[src/hdl/trc_params.svh]
// Offsets, field positions, reset values and timing figures of the block
`ifndef TRC_PARAMS_SVH
`define TRC_PARAMS_SVH

`define TRC_CLK_PERIOD_NS 50
`define TRC_PAGE 4'h1
`define TRC_OFS_RESERVED 6'h02
`define TRC_OFS_REFERENCE 6'h03
`define TRC_OFS_SOFT_RESET 6'h04
`define TRC_OFS_PANEL 6'h05
`define TRC_RESERVED_VALUE 16'hffff
`define TRC_SOFT_RESET_DEFAULT 16'hffff
`define TRC_RESET_EVERYTHING_CODE 16'hbb00
`define TRC_REF_DEFAULT 5'h02
`define TRC_PANEL_DEFAULT 6'h00
`define TRC_UNMAPPED_VALUE 16'h0000
// Serial command word layout
`define TRC_CMD_READ_BIT 15
`define TRC_CMD_PAGE_MSB 14
`define TRC_CMD_PAGE_LSB 11
`define TRC_CMD_ADDR_MSB 10
`define TRC_CMD_ADDR_LSB 5
`define TRC_CMD_LAST_BIT 6'd15
`define TRC_DATA_LAST_BIT 6'd31
`define TRC_FRAME_BITS 6'd32
// Reference setup fields
`define TRC_REF_SOURCE_BIT 4
`define TRC_REF_DELAY_MSB 3
`define TRC_REF_DELAY_LSB 2
`define TRC_REF_SLEEP_BIT 1
`define TRC_REF_LEVEL_BIT 0
// Panel timing fields
`define TRC_PRECHARGE_MSB 5
`define TRC_PRECHARGE_LSB 3
`define TRC_SENSE_MSB 2
`define TRC_SENSE_LSB 0
// Durations in ns
`define TRC_SETTLE_0_NS 0
`define TRC_SETTLE_1_NS 100000
`define TRC_SETTLE_2_NS 500000
`define TRC_SETTLE_3_NS 1000000
`define TRC_PRE_0_NS 20000
`define TRC_PRE_1_NS 84000
`define TRC_PRE_2_NS 276000
`define TRC_PRE_3_NS 340000
`define TRC_PRE_4_NS 1044000
`define TRC_PRE_5_NS 1108000
`define TRC_PRE_6_NS 1300000
`define TRC_PRE_7_NS 1364000
`define TRC_SENSE_0_NS 32000
`define TRC_SENSE_1_NS 96000
`define TRC_SENSE_2_NS 544000
`define TRC_SENSE_3_NS 608000
`define TRC_SENSE_4_NS 2080000
`define TRC_SENSE_5_NS 2144000
`define TRC_SENSE_6_NS 2592000
`define TRC_SENSE_7_NS 2656000

`endif

[src/hdl/trc_pkg.sv]
// Types shared by the reference and timing configuration block
`default_nettype none
package trc_pkg;
  typedef logic [16:0] trc_cycles_t;

  typedef enum logic [1:0] {
    TRC_IDLE = 2'b01,
    TRC_SETTLE = 2'b10
  } trc_settle_e;

  typedef struct packed {
    logic [2:0] sclkSync;
    logic [2:0] csSync;
    logic [2:0] mosiSync;
    logic sclkStable;
    logic csNStable;
    logic [5:0] bitCnt;
    logic [15:0] inShift;
    logic [15:0] cmdWord;
    logic [15:0] outShift;
    logic cmdDone;
    logic wrStrobe;
    logic miso;
  } trc_serial_s;

  typedef struct packed {
    trc_cycles_t count;
    logic busy;
    logic done;
  } trc_timer_s;

  typedef struct packed {
    logic [4:0] refSetup;
    logic [5:0] panelSetup;
    logic [15:0] softReset;
    trc_settle_e settle;
    logic convGo;
  } trc_core_s;
endpackage : trc_pkg
`default_nettype wire

[src/hdl/trc_reference_config.sv]
// Touch converter reference, settle and panel timing configuration
`default_nettype none
`include "trc_params.svh"
module trc_reference_config #(
  parameter int unsigned CLK_PERIOD_NS = `TRC_CLK_PERIOD_NS
) (
  // Clock and reset
  input wire logic clock,
  input wire logic rstn,
  // Serial host port
  input wire logic sclk,
  input wire logic csN,
  input wire logic mosi,
  output logic miso,
  output logic misoOe,
  // Conversion sequencer
  input wire logic convRequest,
  input wire logic convActive,
  output logic convGo,
  output logic settleBusy,
  input wire logic prechargeStart,
  output logic prechargeDone,
  input wire logic senseStart,
  output logic senseDone,
  // Reference control
  output logic refPowerOn,
  output logic refInternal,
  output logic refLevelHigh
);
  trc_pkg::trc_core_s state_reg;
  trc_pkg::trc_core_s state_next;
  logic cmdDone;
  logic wrStrobe;
  logic [15:0] cmdWord;
  logic [15:0] wrData;
  logic [15:0] rdData;
  logic [5:0] addr;
  logic pageHit;
  logic needSettle;
  logic settleStart;
  logic settleDone;
  logic settleTimerBusy;
  trc_pkg::trc_cycles_t settleCycles;
  trc_pkg::trc_cycles_t prechargeCycles;
  trc_pkg::trc_cycles_t senseCycles;
  logic [1:0] delayCode;
  logic [2:0] prechargeCode;
  logic [2:0] senseCode;

  // Least time rounded up to whole cycles, never below one
  function automatic trc_pkg::trc_cycles_t toCycles(input int unsigned ns);
    int unsigned c;
    c = (ns + CLK_PERIOD_NS - 1) / CLK_PERIOD_NS;
    if (c == 0) begin
      c = 1;
    end
    return trc_pkg::trc_cycles_t'(c);
  endfunction : toCycles

  trc_serial_port port (
    .clock(clock),
    .rstn(rstn),
    .sclk(sclk),
    .csN(csN),
    .mosi(mosi),
    .miso(miso),
    .misoOe(misoOe),
    .cmdDone(cmdDone),
    .wrStrobe(wrStrobe),
    .cmdWord(cmdWord),
    .wrData(wrData),
    .rdData(rdData)
  );

  assign addr = cmdWord[`TRC_CMD_ADDR_MSB:`TRC_CMD_ADDR_LSB];
  assign pageHit = cmdWord[`TRC_CMD_PAGE_MSB:`TRC_CMD_PAGE_LSB] == `TRC_PAGE;
  assign delayCode = state_reg.refSetup[`TRC_REF_DELAY_MSB:`TRC_REF_DELAY_LSB];
  assign prechargeCode =
    state_reg.panelSetup[`TRC_PRECHARGE_MSB:`TRC_PRECHARGE_LSB];
  assign senseCode = state_reg.panelSetup[`TRC_SENSE_MSB:`TRC_SENSE_LSB];

  // Read data, unused bits read as zero, reserved register reads as all ones
  always_comb begin
    rdData = `TRC_UNMAPPED_VALUE;
    if (!pageHit) begin
      rdData = `TRC_UNMAPPED_VALUE;
    end else if (addr == `TRC_OFS_RESERVED) begin
      rdData = `TRC_RESERVED_VALUE;
    end else if (addr == `TRC_OFS_REFERENCE) begin
      rdData = {11'h000, state_reg.refSetup};
    end else if (addr == `TRC_OFS_SOFT_RESET) begin
      rdData = state_reg.softReset;
    end else if (addr == `TRC_OFS_PANEL) begin
      rdData = {10'h000, state_reg.panelSetup};
    end
  end

  always_comb begin
    case (delayCode)
      2'b00: settleCycles = toCycles(`TRC_SETTLE_0_NS);
      2'b01: settleCycles = toCycles(`TRC_SETTLE_1_NS);
      2'b10: settleCycles = toCycles(`TRC_SETTLE_2_NS);
      default: settleCycles = toCycles(`TRC_SETTLE_3_NS);
    endcase
    case (prechargeCode)
      3'b000: prechargeCycles = toCycles(`TRC_PRE_0_NS);
      3'b001: prechargeCycles = toCycles(`TRC_PRE_1_NS);
      3'b010: prechargeCycles = toCycles(`TRC_PRE_2_NS);
      3'b011: prechargeCycles = toCycles(`TRC_PRE_3_NS);
      3'b100: prechargeCycles = toCycles(`TRC_PRE_4_NS);
      3'b101: prechargeCycles = toCycles(`TRC_PRE_5_NS);
      3'b110: prechargeCycles = toCycles(`TRC_PRE_6_NS);
      default: prechargeCycles = toCycles(`TRC_PRE_7_NS);
    endcase
    case (senseCode)
      3'b000: senseCycles = toCycles(`TRC_SENSE_0_NS);
      3'b001: senseCycles = toCycles(`TRC_SENSE_1_NS);
      3'b010: senseCycles = toCycles(`TRC_SENSE_2_NS);
      3'b011: senseCycles = toCycles(`TRC_SENSE_3_NS);
      3'b100: senseCycles = toCycles(`TRC_SENSE_4_NS);
      3'b101: senseCycles = toCycles(`TRC_SENSE_5_NS);
      3'b110: senseCycles = toCycles(`TRC_SENSE_6_NS);
      default: senseCycles = toCycles(`TRC_SENSE_7_NS);
    endcase
  end

  // Settle wait applies only to a sleeping internal reference
  assign needSettle = state_reg.refSetup[`TRC_REF_SOURCE_BIT]
                    & state_reg.refSetup[`TRC_REF_SLEEP_BIT]
                    & (delayCode != 2'b00);
  assign settleStart = convRequest && state_reg.settle == trc_pkg::TRC_IDLE
                       && needSettle;

  always_comb begin
    state_next = state_reg;
    state_next.convGo = 1'b0;
    case (state_reg.settle)
      trc_pkg::TRC_IDLE: begin
        if (convRequest) begin
          if (needSettle) begin
            state_next.settle = trc_pkg::TRC_SETTLE;
          end else begin
            state_next.convGo = 1'b1;
          end
        end
      end
      trc_pkg::TRC_SETTLE: begin
        if (settleDone) begin
          state_next.settle = trc_pkg::TRC_IDLE;
          state_next.convGo = 1'b1;
        end
      end
      default: begin
        state_next.settle = trc_pkg::TRC_IDLE;
      end
    endcase
    if (wrStrobe && pageHit) begin
      if (addr == `TRC_OFS_REFERENCE) begin
        state_next.refSetup = wrData[4:0];
      end else if (addr == `TRC_OFS_SOFT_RESET) begin
        // Only the documented code has a defined effect
        if (wrData == `TRC_RESET_EVERYTHING_CODE) begin
          state_next.refSetup = `TRC_REF_DEFAULT;
          state_next.panelSetup = `TRC_PANEL_DEFAULT;
          state_next.softReset = `TRC_SOFT_RESET_DEFAULT;
        end else begin
          state_next.softReset = wrData;
        end
      end else if (addr == `TRC_OFS_PANEL) begin
        state_next.panelSetup = wrData[5:0];
      end
    end
  end

  always_ff @(posedge clock) begin
    if (!rstn) begin
      state_reg <= '{refSetup: `TRC_REF_DEFAULT,
                     panelSetup: `TRC_PANEL_DEFAULT,
                     softReset: `TRC_SOFT_RESET_DEFAULT,
                     settle: trc_pkg::TRC_IDLE, convGo: 1'b0};
    end else begin
      state_reg <= state_next;
    end
  end

  trc_interval_timer settleTimer (
    .clock(clock),
    .rstn(rstn),
    .start(settleStart),
    .cycles(settleCycles),
    .busy(settleTimerBusy),
    .done(settleDone)
  );

  trc_interval_timer prechargeTimer (
    .clock(clock),
    .rstn(rstn),
    .start(prechargeStart),
    .cycles(prechargeCycles),
    .busy(),
    .done(prechargeDone)
  );

  trc_interval_timer senseTimer (
    .clock(clock),
    .rstn(rstn),
    .start(senseStart),
    .cycles(senseCycles),
    .busy(),
    .done(senseDone)
  );

  assign convGo = state_reg.convGo;
  assign settleBusy = state_reg.settle == trc_pkg::TRC_SETTLE;
  assign refInternal = state_reg.refSetup[`TRC_REF_SOURCE_BIT];
  assign refLevelHigh = state_reg.refSetup[`TRC_REF_LEVEL_BIT];
  // Powered when internal and either always-on or in use
  assign refPowerOn = refInternal
                    & (~state_reg.refSetup[`TRC_REF_SLEEP_BIT]
                       | convActive | settleTimerBusy
                       | settleBusy);
endmodule : trc_reference_config
`default_nettype wire

[src/hdl/trc_serial_port.sv]
// Serial host port: 16-bit command word then 16-bit data word
`default_nettype none
`include "trc_params.svh"
module trc_serial_port (
  // Clock and reset
  input wire logic clock,
  input wire logic rstn,
  // Serial pins
  input wire logic sclk,
  input wire logic csN,
  input wire logic mosi,
  output logic miso,
  output logic misoOe,
  // Register side
  output logic cmdDone,
  output logic wrStrobe,
  output logic [15:0] cmdWord,
  output logic [15:0] wrData,
  input wire logic [15:0] rdData
);
  trc_pkg::trc_serial_s state_reg;
  trc_pkg::trc_serial_s state_next;
  logic rise;
  logic fall;
  logic isRead;

  always_comb begin
    state_next = state_reg;
    state_next.cmdDone = 1'b0;
    state_next.wrStrobe = 1'b0;
    state_next.sclkSync = {state_reg.sclkSync[1:0], sclk};
    state_next.csSync = {state_reg.csSync[1:0], csN};
    state_next.mosiSync = {state_reg.mosiSync[1:0], mosi};
    // A level counts only once the second and third stages agree
    if (state_reg.sclkSync[1] == state_reg.sclkSync[2]) begin
      state_next.sclkStable = state_reg.sclkSync[2];
    end
    if (state_reg.csSync[1] == state_reg.csSync[2]) begin
      state_next.csNStable = state_reg.csSync[2];
    end
    rise = state_next.sclkStable & ~state_reg.sclkStable;
    fall = ~state_next.sclkStable & state_reg.sclkStable;
    isRead = state_reg.cmdWord[`TRC_CMD_READ_BIT];
    if (state_reg.csNStable) begin
      state_next.bitCnt = 6'h00;
      state_next.miso = 1'b0;
    end else begin
      if (rise && state_reg.bitCnt < `TRC_FRAME_BITS) begin
        state_next.inShift = {state_reg.inShift[14:0],
                              state_reg.mosiSync[2]};
        state_next.bitCnt = state_reg.bitCnt + 6'h01;
        if (state_reg.bitCnt == `TRC_CMD_LAST_BIT) begin
          state_next.cmdWord = state_next.inShift;
          state_next.cmdDone = 1'b1;
        end
        if (state_reg.bitCnt == `TRC_DATA_LAST_BIT && !isRead) begin
          state_next.wrStrobe = 1'b1;
        end
      end
      // Read data is loaded the cycle after the command completes
      if (state_reg.cmdDone && isRead) begin
        state_next.outShift = rdData;
        state_next.miso = rdData[15];
      end else if (fall && isRead && state_reg.bitCnt > 6'd16) begin
        state_next.outShift = {state_reg.outShift[14:0], 1'b0};
        state_next.miso = state_reg.outShift[14];
      end
    end
  end

  always_ff @(posedge clock) begin
    if (!rstn) begin
      state_reg <= '{sclkSync: 3'h0, csSync: 3'h7, mosiSync: 3'h0,
                     sclkStable: 1'b0, csNStable: 1'b1, bitCnt: 6'h00,
                     inShift: 16'h0000, cmdWord: 16'h0000,
                     outShift: 16'h0000, cmdDone: 1'b0, wrStrobe: 1'b0,
                     miso: 1'b0};
    end else begin
      state_reg <= state_next;
    end
  end

  assign miso = state_reg.miso;
  assign misoOe = ~state_reg.csNStable;
  assign cmdDone = state_reg.cmdDone;
  assign wrStrobe = state_reg.wrStrobe;
  assign cmdWord = state_reg.cmdWord;
  assign wrData = state_reg.inShift;
endmodule : trc_serial_port
`default_nettype wire

[src/hdl/trc_interval_timer.sv]
// One-shot countdown: done pulses a given number of cycles after start
`default_nettype none
module trc_interval_timer (
  // Clock and reset
  input wire logic clock,
  input wire logic rstn,
  // Control
  input wire logic start,
  input wire trc_pkg::trc_cycles_t cycles,
  // Status
  output logic busy,
  output logic done
);
  trc_pkg::trc_timer_s state_reg;
  trc_pkg::trc_timer_s state_next;

  always_comb begin
    state_next = state_reg;
    state_next.done = 1'b0;
    if (start) begin
      state_next.count = cycles;
      state_next.busy = 1'b1;
    end else if (state_reg.busy) begin
      if (state_reg.count <= 17'd1) begin
        state_next.busy = 1'b0;
        state_next.done = 1'b1;
        state_next.count = 17'd0;
      end else begin
        state_next.count = state_reg.count - 17'd1;
      end
    end
  end

  always_ff @(posedge clock) begin
    if (!rstn) begin
      state_reg <= '{count: 17'd0, busy: 1'b0, done: 1'b0};
    end else begin
      state_reg <= state_next;
    end
  end

  assign busy = state_reg.busy;
  assign done = state_reg.done;
endmodule : trc_interval_timer
`default_nettype wire

[config.mk]
export PLATFORM = sky130hd
export DESIGN_NAME = trc_reference_config
export DESIGN_NICKNAME = d
export VERILOG_FILES = /design/src/hdl/trc_pkg.sv /design/src/hdl/trc_reference_config.sv /design/src/hdl/trc_serial_port.sv /design/src/hdl/trc_interval_timer.sv
export VERILOG_INCLUDE_DIRS = /design/src /design/src/hdl
export SDC_FILE = /design/constraint.sdc
export NUM_CORES = 1
export LEC_CHECK = 0
export BUFFER_PORTS_ARGS = -buffer_cell sky130_fd_sc_hd__buf_2
export CORE_ASPECT_RATIO = 1.4
export CORE_MARGIN = 4
export CORE_UTILIZATION = 50
export CTS_BUF_LIST = sky130_fd_sc_hd__clkbuf_4 sky130_fd_sc_hd__clkbuf_8 sky130_fd_sc_hd__clkbuf_16
export DETAILED_ROUTE_END_ITERATION = 7
export PLACE_DENSITY_LB_ADDON = 0.3
export SLEW_MARGIN = 20
export SYNTH_ARGS = -nofsm -noshare
export SYNTH_HDL_FRONTEND = slang
export SYNTH_SLANG_ARGS = --single-unit
export TNS_END_PERCENT = 10
[constraint.sdc]
create_clock -name clock -period 2.43 [get_ports clock]
set_input_delay 0.1215 -clock clock [delete_from_list [all_inputs] [get_ports clock]]
set_output_delay 0.1215 -clock clock [all_outputs]
set_load 0.05 [all_outputs]
* After elaboration in Yosys (flattened, before gate mapping)
Index checks and enable logic that the tools add are counted.
** Storage, ports and cells
- Register bits :: 154
- Input port bits :: 9
- Output and inout port bits :: 9
- Word-level logic and storage cells :: 154
** Cells by class
- $add $sub $neg :: 4
- $lt $le $gt $ge :: 5
- Eq/ne operators :: 30
- Multiplexer cells :: 39
- Bitwise logic cells :: 18
- Reduce and logical (&&, ||, !) cells :: 32
** Operator list (number)
- one-hot mux 16 bit (7 select lines) :: 1
- one-hot mux 15 bit (7 select lines) :: 1
- two-way mux 16 bit :: 5
- two-way mux 19 bit :: 3
- two-way mux 18 bit :: 3
- <= comparator 17 x 1 -> 1 bit (second input constant) :: 3
- two-way mux 17 bit :: 3
- subtractor 17 x 1 -> 17 bit (second input constant) :: 3
- one-hot mux 15 bit (3 select lines) :: 1
- two-way mux 15 bit :: 2
- == test 3 bit (second input constant) :: 6
- two-way mux 6 bit :: 3
- == test 16 bit (second input constant) :: 1
- nonzero test 2 bit :: 8
- == test 3 x 2 -> 1 bit (second input constant) :: 4
- == test 6 x 2 -> 1 bit (second input constant) :: 2
- == test 6 x 3 -> 1 bit (second input constant) :: 2
- AND reduction 3 bit :: 4
- OR reduction 3 bit :: 4
- two-way mux 11 bit :: 1
- two-way mux 5 bit :: 2
- NOT 1 bit :: 10
- logical AND 1 bit :: 8
- two-way mux 2 bit :: 4
- 24 further kinds :: 44

* Longest topological paths before layout
- Word-level depth :: 8
- Mapped depth :: 8
- Gate-level depth less buffers :: 7

* Cells and area by module
From an unflattened synthesis, not the netlist that was laid out.
** Second synthesis, totals
- Cell total of the unflattened synthesis :: 1006
- Area total of the unflattened synthesis :: 8598.2 um2
** By module, submodules not included
- trc_interval_timer :: times used 3, cells each 149, area an instance 1272.5 um2, seq. area each 380.4 um2
- trc_serial_port :: times used 1, cells each 331, area an instance 2916.5 um2, seq. area each 1341.3 um2
- trc_reference_config :: times used 1, cells each 228, area an instance 1864.3 um2, seq. area each 600.6 um2

* Worst setup path after synthesis
Ideal clock, no wire load.
- Path type :: register -> register
- From :: register senseTimer.state_reg[2] (netlist name)
- To :: register senseTimer.state_reg[14] (netlist name)
- Setup time :: 0.114 ns
- Arrival time :: 2.007 ns
- Data required time :: 2.316 ns
- Slack :: 0.310 ns
- Stages on the path, launching flop included :: 7
- Path buffers :: 0
- Period minus slack after synthesis :: 2.120 ns
- Cells stage by stage :: dfxtp_1 > inv_1 > ha_1 > or4b_2 > or3_2 > a21o_1 > a21o_1
** On the way
- Cells in the longest elaborated chain, start to end :: 4
- Elaborated cells between the ends (all ways) :: 5
- Classes of those cells :: add/sub: 1; order compare: 1; mux: 3
** Ends and longest elaborated chain
- from (decl) :: RTL line trc_interval_timer.sv:14 : trc_pkg::trc_timer_s state_reg;
- from (signal assigned) :: RTL line trc_interval_timer.sv:36 : state_reg <= '{count: 17'd0, busy: 1'b0, done: 1'b0};
- from (signal assigned) :: RTL line trc_interval_timer.sv:38 : state_reg <= state_next;
- subtractor 17 x 1 -> 17 bit or <= comparator 17 x 1 -> 1 bit (tied branches) :: RTL line trc_interval_timer.sv:29, trc_interval_timer.sv:24
- two-way mux 17 bit * :: RTL line trc_interval_timer.sv:24 : if (state_reg.count <= 17'd1) begin
- two-way mux 19 bit * :: RTL line trc_interval_timer.sv:23 : end else if (state_reg.busy) begin
- two-way mux 18 bit * :: RTL line trc_interval_timer.sv:20 : if (start) begin
Every way passes the cells marked *; elsewhere a longest branch is shown, timed or not. The select of a mux whose other input is x is not followed.
A chain may end at the register's enable or synchronous reset.

* Worst setup path in the final report
Same ends and word-level chain as after synthesis.

==> results_dict.tcl <==
set metrics [dict create \
    root_buffer "clkbuf_16" \
    cp.buffers_inverters 1 \
    cellLeakagePower_nw 3.22 \
    setup_violations 0 \
    crit_cells 6 \
    relSlewSlack_pct 51.4 \
    worstPathRequired_ps 2750 \
    netlist-cell-type-count 71 \
    synth.yosys.seq_area_share_pct 41.9 \
    insertion_delay_ps 430 \
    syn_nets 882 \
    io_pins 18 \
    yosys.cell_count.top_type "dfxtp_1" \
    fin_setup_tns_ps 0 \
    r2r_start "senseTimer.state_reg[2]$_SDFFE_PN0P_" \
    dp.final_hpwl_um 11600 \
    setup.reg_to_reg.worst_slack_ps 170 \
    cts_made_buffers 17 \
    antenna-diode-count 0 \
    worstHoldPathType "input port to flop" \
    pwr_density_nw_per_um2 698 \
    area_growth_synth_to_finish_pct 15.5 \
    post-route-drc-count 0 \
    postSynth.topFlopCell "dfxtp_1" \
    synth_top_area_share_pct 41.9 \
    route.final.wire_length_um 16600 \
    family_of_cells_with_the_greatest_summed_delay_on_the_critical_path "simple AND/OR/NAND/NOR gates" \
    netlist_instances 853 \
    synth_edf_count 0 \
    die_boundary_width_um 109 \
    drive_gt1_share_pct 12.9 \
    post_synth_and_or_nand_nor_area_fraction_pct 24.7 \
    cp-start-kind "flop" \
    grt_max_degree 37 \
    detailedRoute.firstPassIterationCount 5 \
    synth_top_area_cell "dfxtp_1" \
    antenna_violating_nets_post_route 0 \
    post_synth_mux_area_share_pct 5.28 \
    timing.setup.critical_path_class "flop to flop" \
    post_synthesis_compound_gate_area_fraction_pct 18.9 \
    grt_first_pass_wirelength_um 28000 \
    max_buffers_root_to_sink 2 \
    period_needed_ps 2260 \
    die_h_um 149 \
    timing_hold_violations_final 0 \
    setup.worst_path.end_class "flop" \
    final_core_util_pct 59.1 \
    clock_tree_from_tritoncts "done" \
    worst_path_max_delay_cell "or4b_2" \
    postCtsResizedCells 0 \
    antenna_violations_before_repair 0 \
    cp_common_cell "a21o_1" \
    synth_xor_xnor_area_share_pct 1.85 \
    syn-mean-instance-area_um2 8.34 \
    clock.fmax_mhz 442 \
    finalNetCount 917 \
    fp-row-count 51 \
    io_buffers 17 \
    global_route.usage.total_pct 21.4 \
    timing.hold.worst_endpoint "port.state_next[63]$_SDFF_PN1_" \
    postCtsSetupRepairBufs 0 \
    avgViaCountPerCell 5.73 \
    crit_chain "inv_1, ha_1, or4b_2, or3_2, a21o_1, a21o_1" \
    combinational_family_with_the_most_area_after_synthesis "simple AND/OR/NAND/NOR gates" \
    drt_first_iter_violations 260 \
    fin_worst_skew_ps 11.0 \
    wire_per_inst_um 15.3 \
    gp_routability_congestion 0.862 \
    grt.overflow.total 0 \
    vdd_ir_drop_max_mv 0.421 \
    critical_path_start "senseTimer.state_reg[2]$_SDFFE_PN0P_" \
    clk_pin_slew_ps 60 \
    number_of_global_route_vias_before_repair 5813 \
    hold_path.startpoint "rstn" \
    drv_slew 0 \
    finalCritPeriodShare_pct 93.0 \
    hold_path_depth 2 \
    clkSinkCount 149 \
    worst_r2r_path_depth 6 \
    cp_slowest_stage_delay_ps 680 \
    rsz0062_at_grt "no" \
    cts.htree.levels 4 \
    synth_fa_ha_area_share_pct 3.52 \
    die_footprint_um2 16200 \
    largest_reg_flops 26 \
    ys_warn_count 0 \
    yosys_register_bits 149 \
    worst_slew_pin_slew_ps 726 \
    synth_top_cells_by_count "dfxtp_1 (149), nand2_1 (98), a21oi_1 (80)" \
    reg_to_reg_critical_path_endpoint "senseTimer.state_reg[14]$_SDFFE_PN0P_" \
    cap_viol_max_count 0 \
    timing.critical_path.arrival_ps 2580 \
    routed-via-count 6228 \
    synth_top_area_cells "dfxtp_1 (42%), a21oi_1 (5.6%), nand2_1 (5.2%)" \
    crit_fanout 5 \
    start_util_pct 51.1 \
    synth.cell_area_um2 7110 \
    synth_async_sr_flop_share_pct 0 \
    status "completed" \
    design.core.area_um2 13900 \
]
==> layout by cell type, fill, tap and decap left out, types with 12 or more instances in the layout <==
master / n
nand2b_1: 12
nand2_1: 98
a21oi_1: 80
and2_1: 13
mux2i_1: 33
nor4_1: 13
ha_1: 20
nor2_1: 77
inv_1: 28
clkbuf_16: 17
and3_1: 12
o21ai_0: 37
nor3_1: 23
dfxtp_1: 149
buf_4: 38
nand3_1: 35
buf_2: 17
a31oi_1: 15
or3_1: 17
==> worst max path at each step <==
stage,slack (ps),to
global placement,240,senseTimer.state_reg[14]$_SDFFE_PN0P_
CTS,190,senseTimer.state_reg[14]$_SDFFE_PN0P_
finish,170,senseTimer.state_reg[14]$_SDFFE_PN0P_
detailed placement,210,senseTimer.state_reg[14]$_SDFFE_PN0P_
global route,110,senseTimer.state_reg[14]$_SDFFE_PN0P_
floorplan,310,senseTimer.state_reg[14]$_SDFFE_PN0P_
==> cell type report <==
cell class | instances | area, µm²
Clock buffer | 19 | 447
Timing Repair Buffer | 58 | 400
Fill cell | 1294 | 5690
Sequential cell | 149 | 2980
Inverter | 29 | 109
Multi-Input combinational cell | 633 | 3880
Clock inverter | 13 | 170
Tap cell | 185 | 231
==> cells by family after synthesis <==
logic type               Yosys count
AND/OR/NAND/NOR                  350
XOR/XNOR                          15
AO/OA/AOI/OAI                    211
flip-flops                       149
adder cells (fa/ha/maj)           20
multiplexers                      37
buffers and inverters             71
==> per-stage QoR <==
stage | total power, mW | cell area, µm² | cells | hold slack [ps] | worst slack, ps
after global routing | 5.94 | 8220 | 1086 | 49.1 | 107
after CTS | 5.78 | 8210 | 1086 | 38.1 | 194
after floorplan | 2.94 | 7110 | 853 | 223 | 310
after detailed placement | 3.05 | 7560 | 1051 | 317 | 211
after global placement | 3.05 | 7560 | 1051 | 319 | 238
final | 5.73 | 8220 | 1086 | 43.5 | 170
==> what timing repair did <==
action | 4_1_cts | 5_1_grt
endpoints found under the hold margin | 3 | 0
hold buffers | 3 | 0
setup endpoints to repair | 0 | 0
==> report_power, final <==
| group | internal [mW] | leakage, nW | switching [mW] |
|---|---|---|---|
| clock network | 1.67 | 0.294 | 1.06 |
| registers | 2.49 | 1.21 | 0.0431 |
| logic | 0.191 | 1.72 | 0.290 |
==> metal layers <==
metal	share of wire, %	up-vias	GRT usage [%]
li1	-	3158	-
met1	44	2944	25.0
met2	52	98	38.3
met3	2.6	28	3.72
met4	2.0	0	8.65
met5	0	-	0
(Power assumes the default switching activity.)
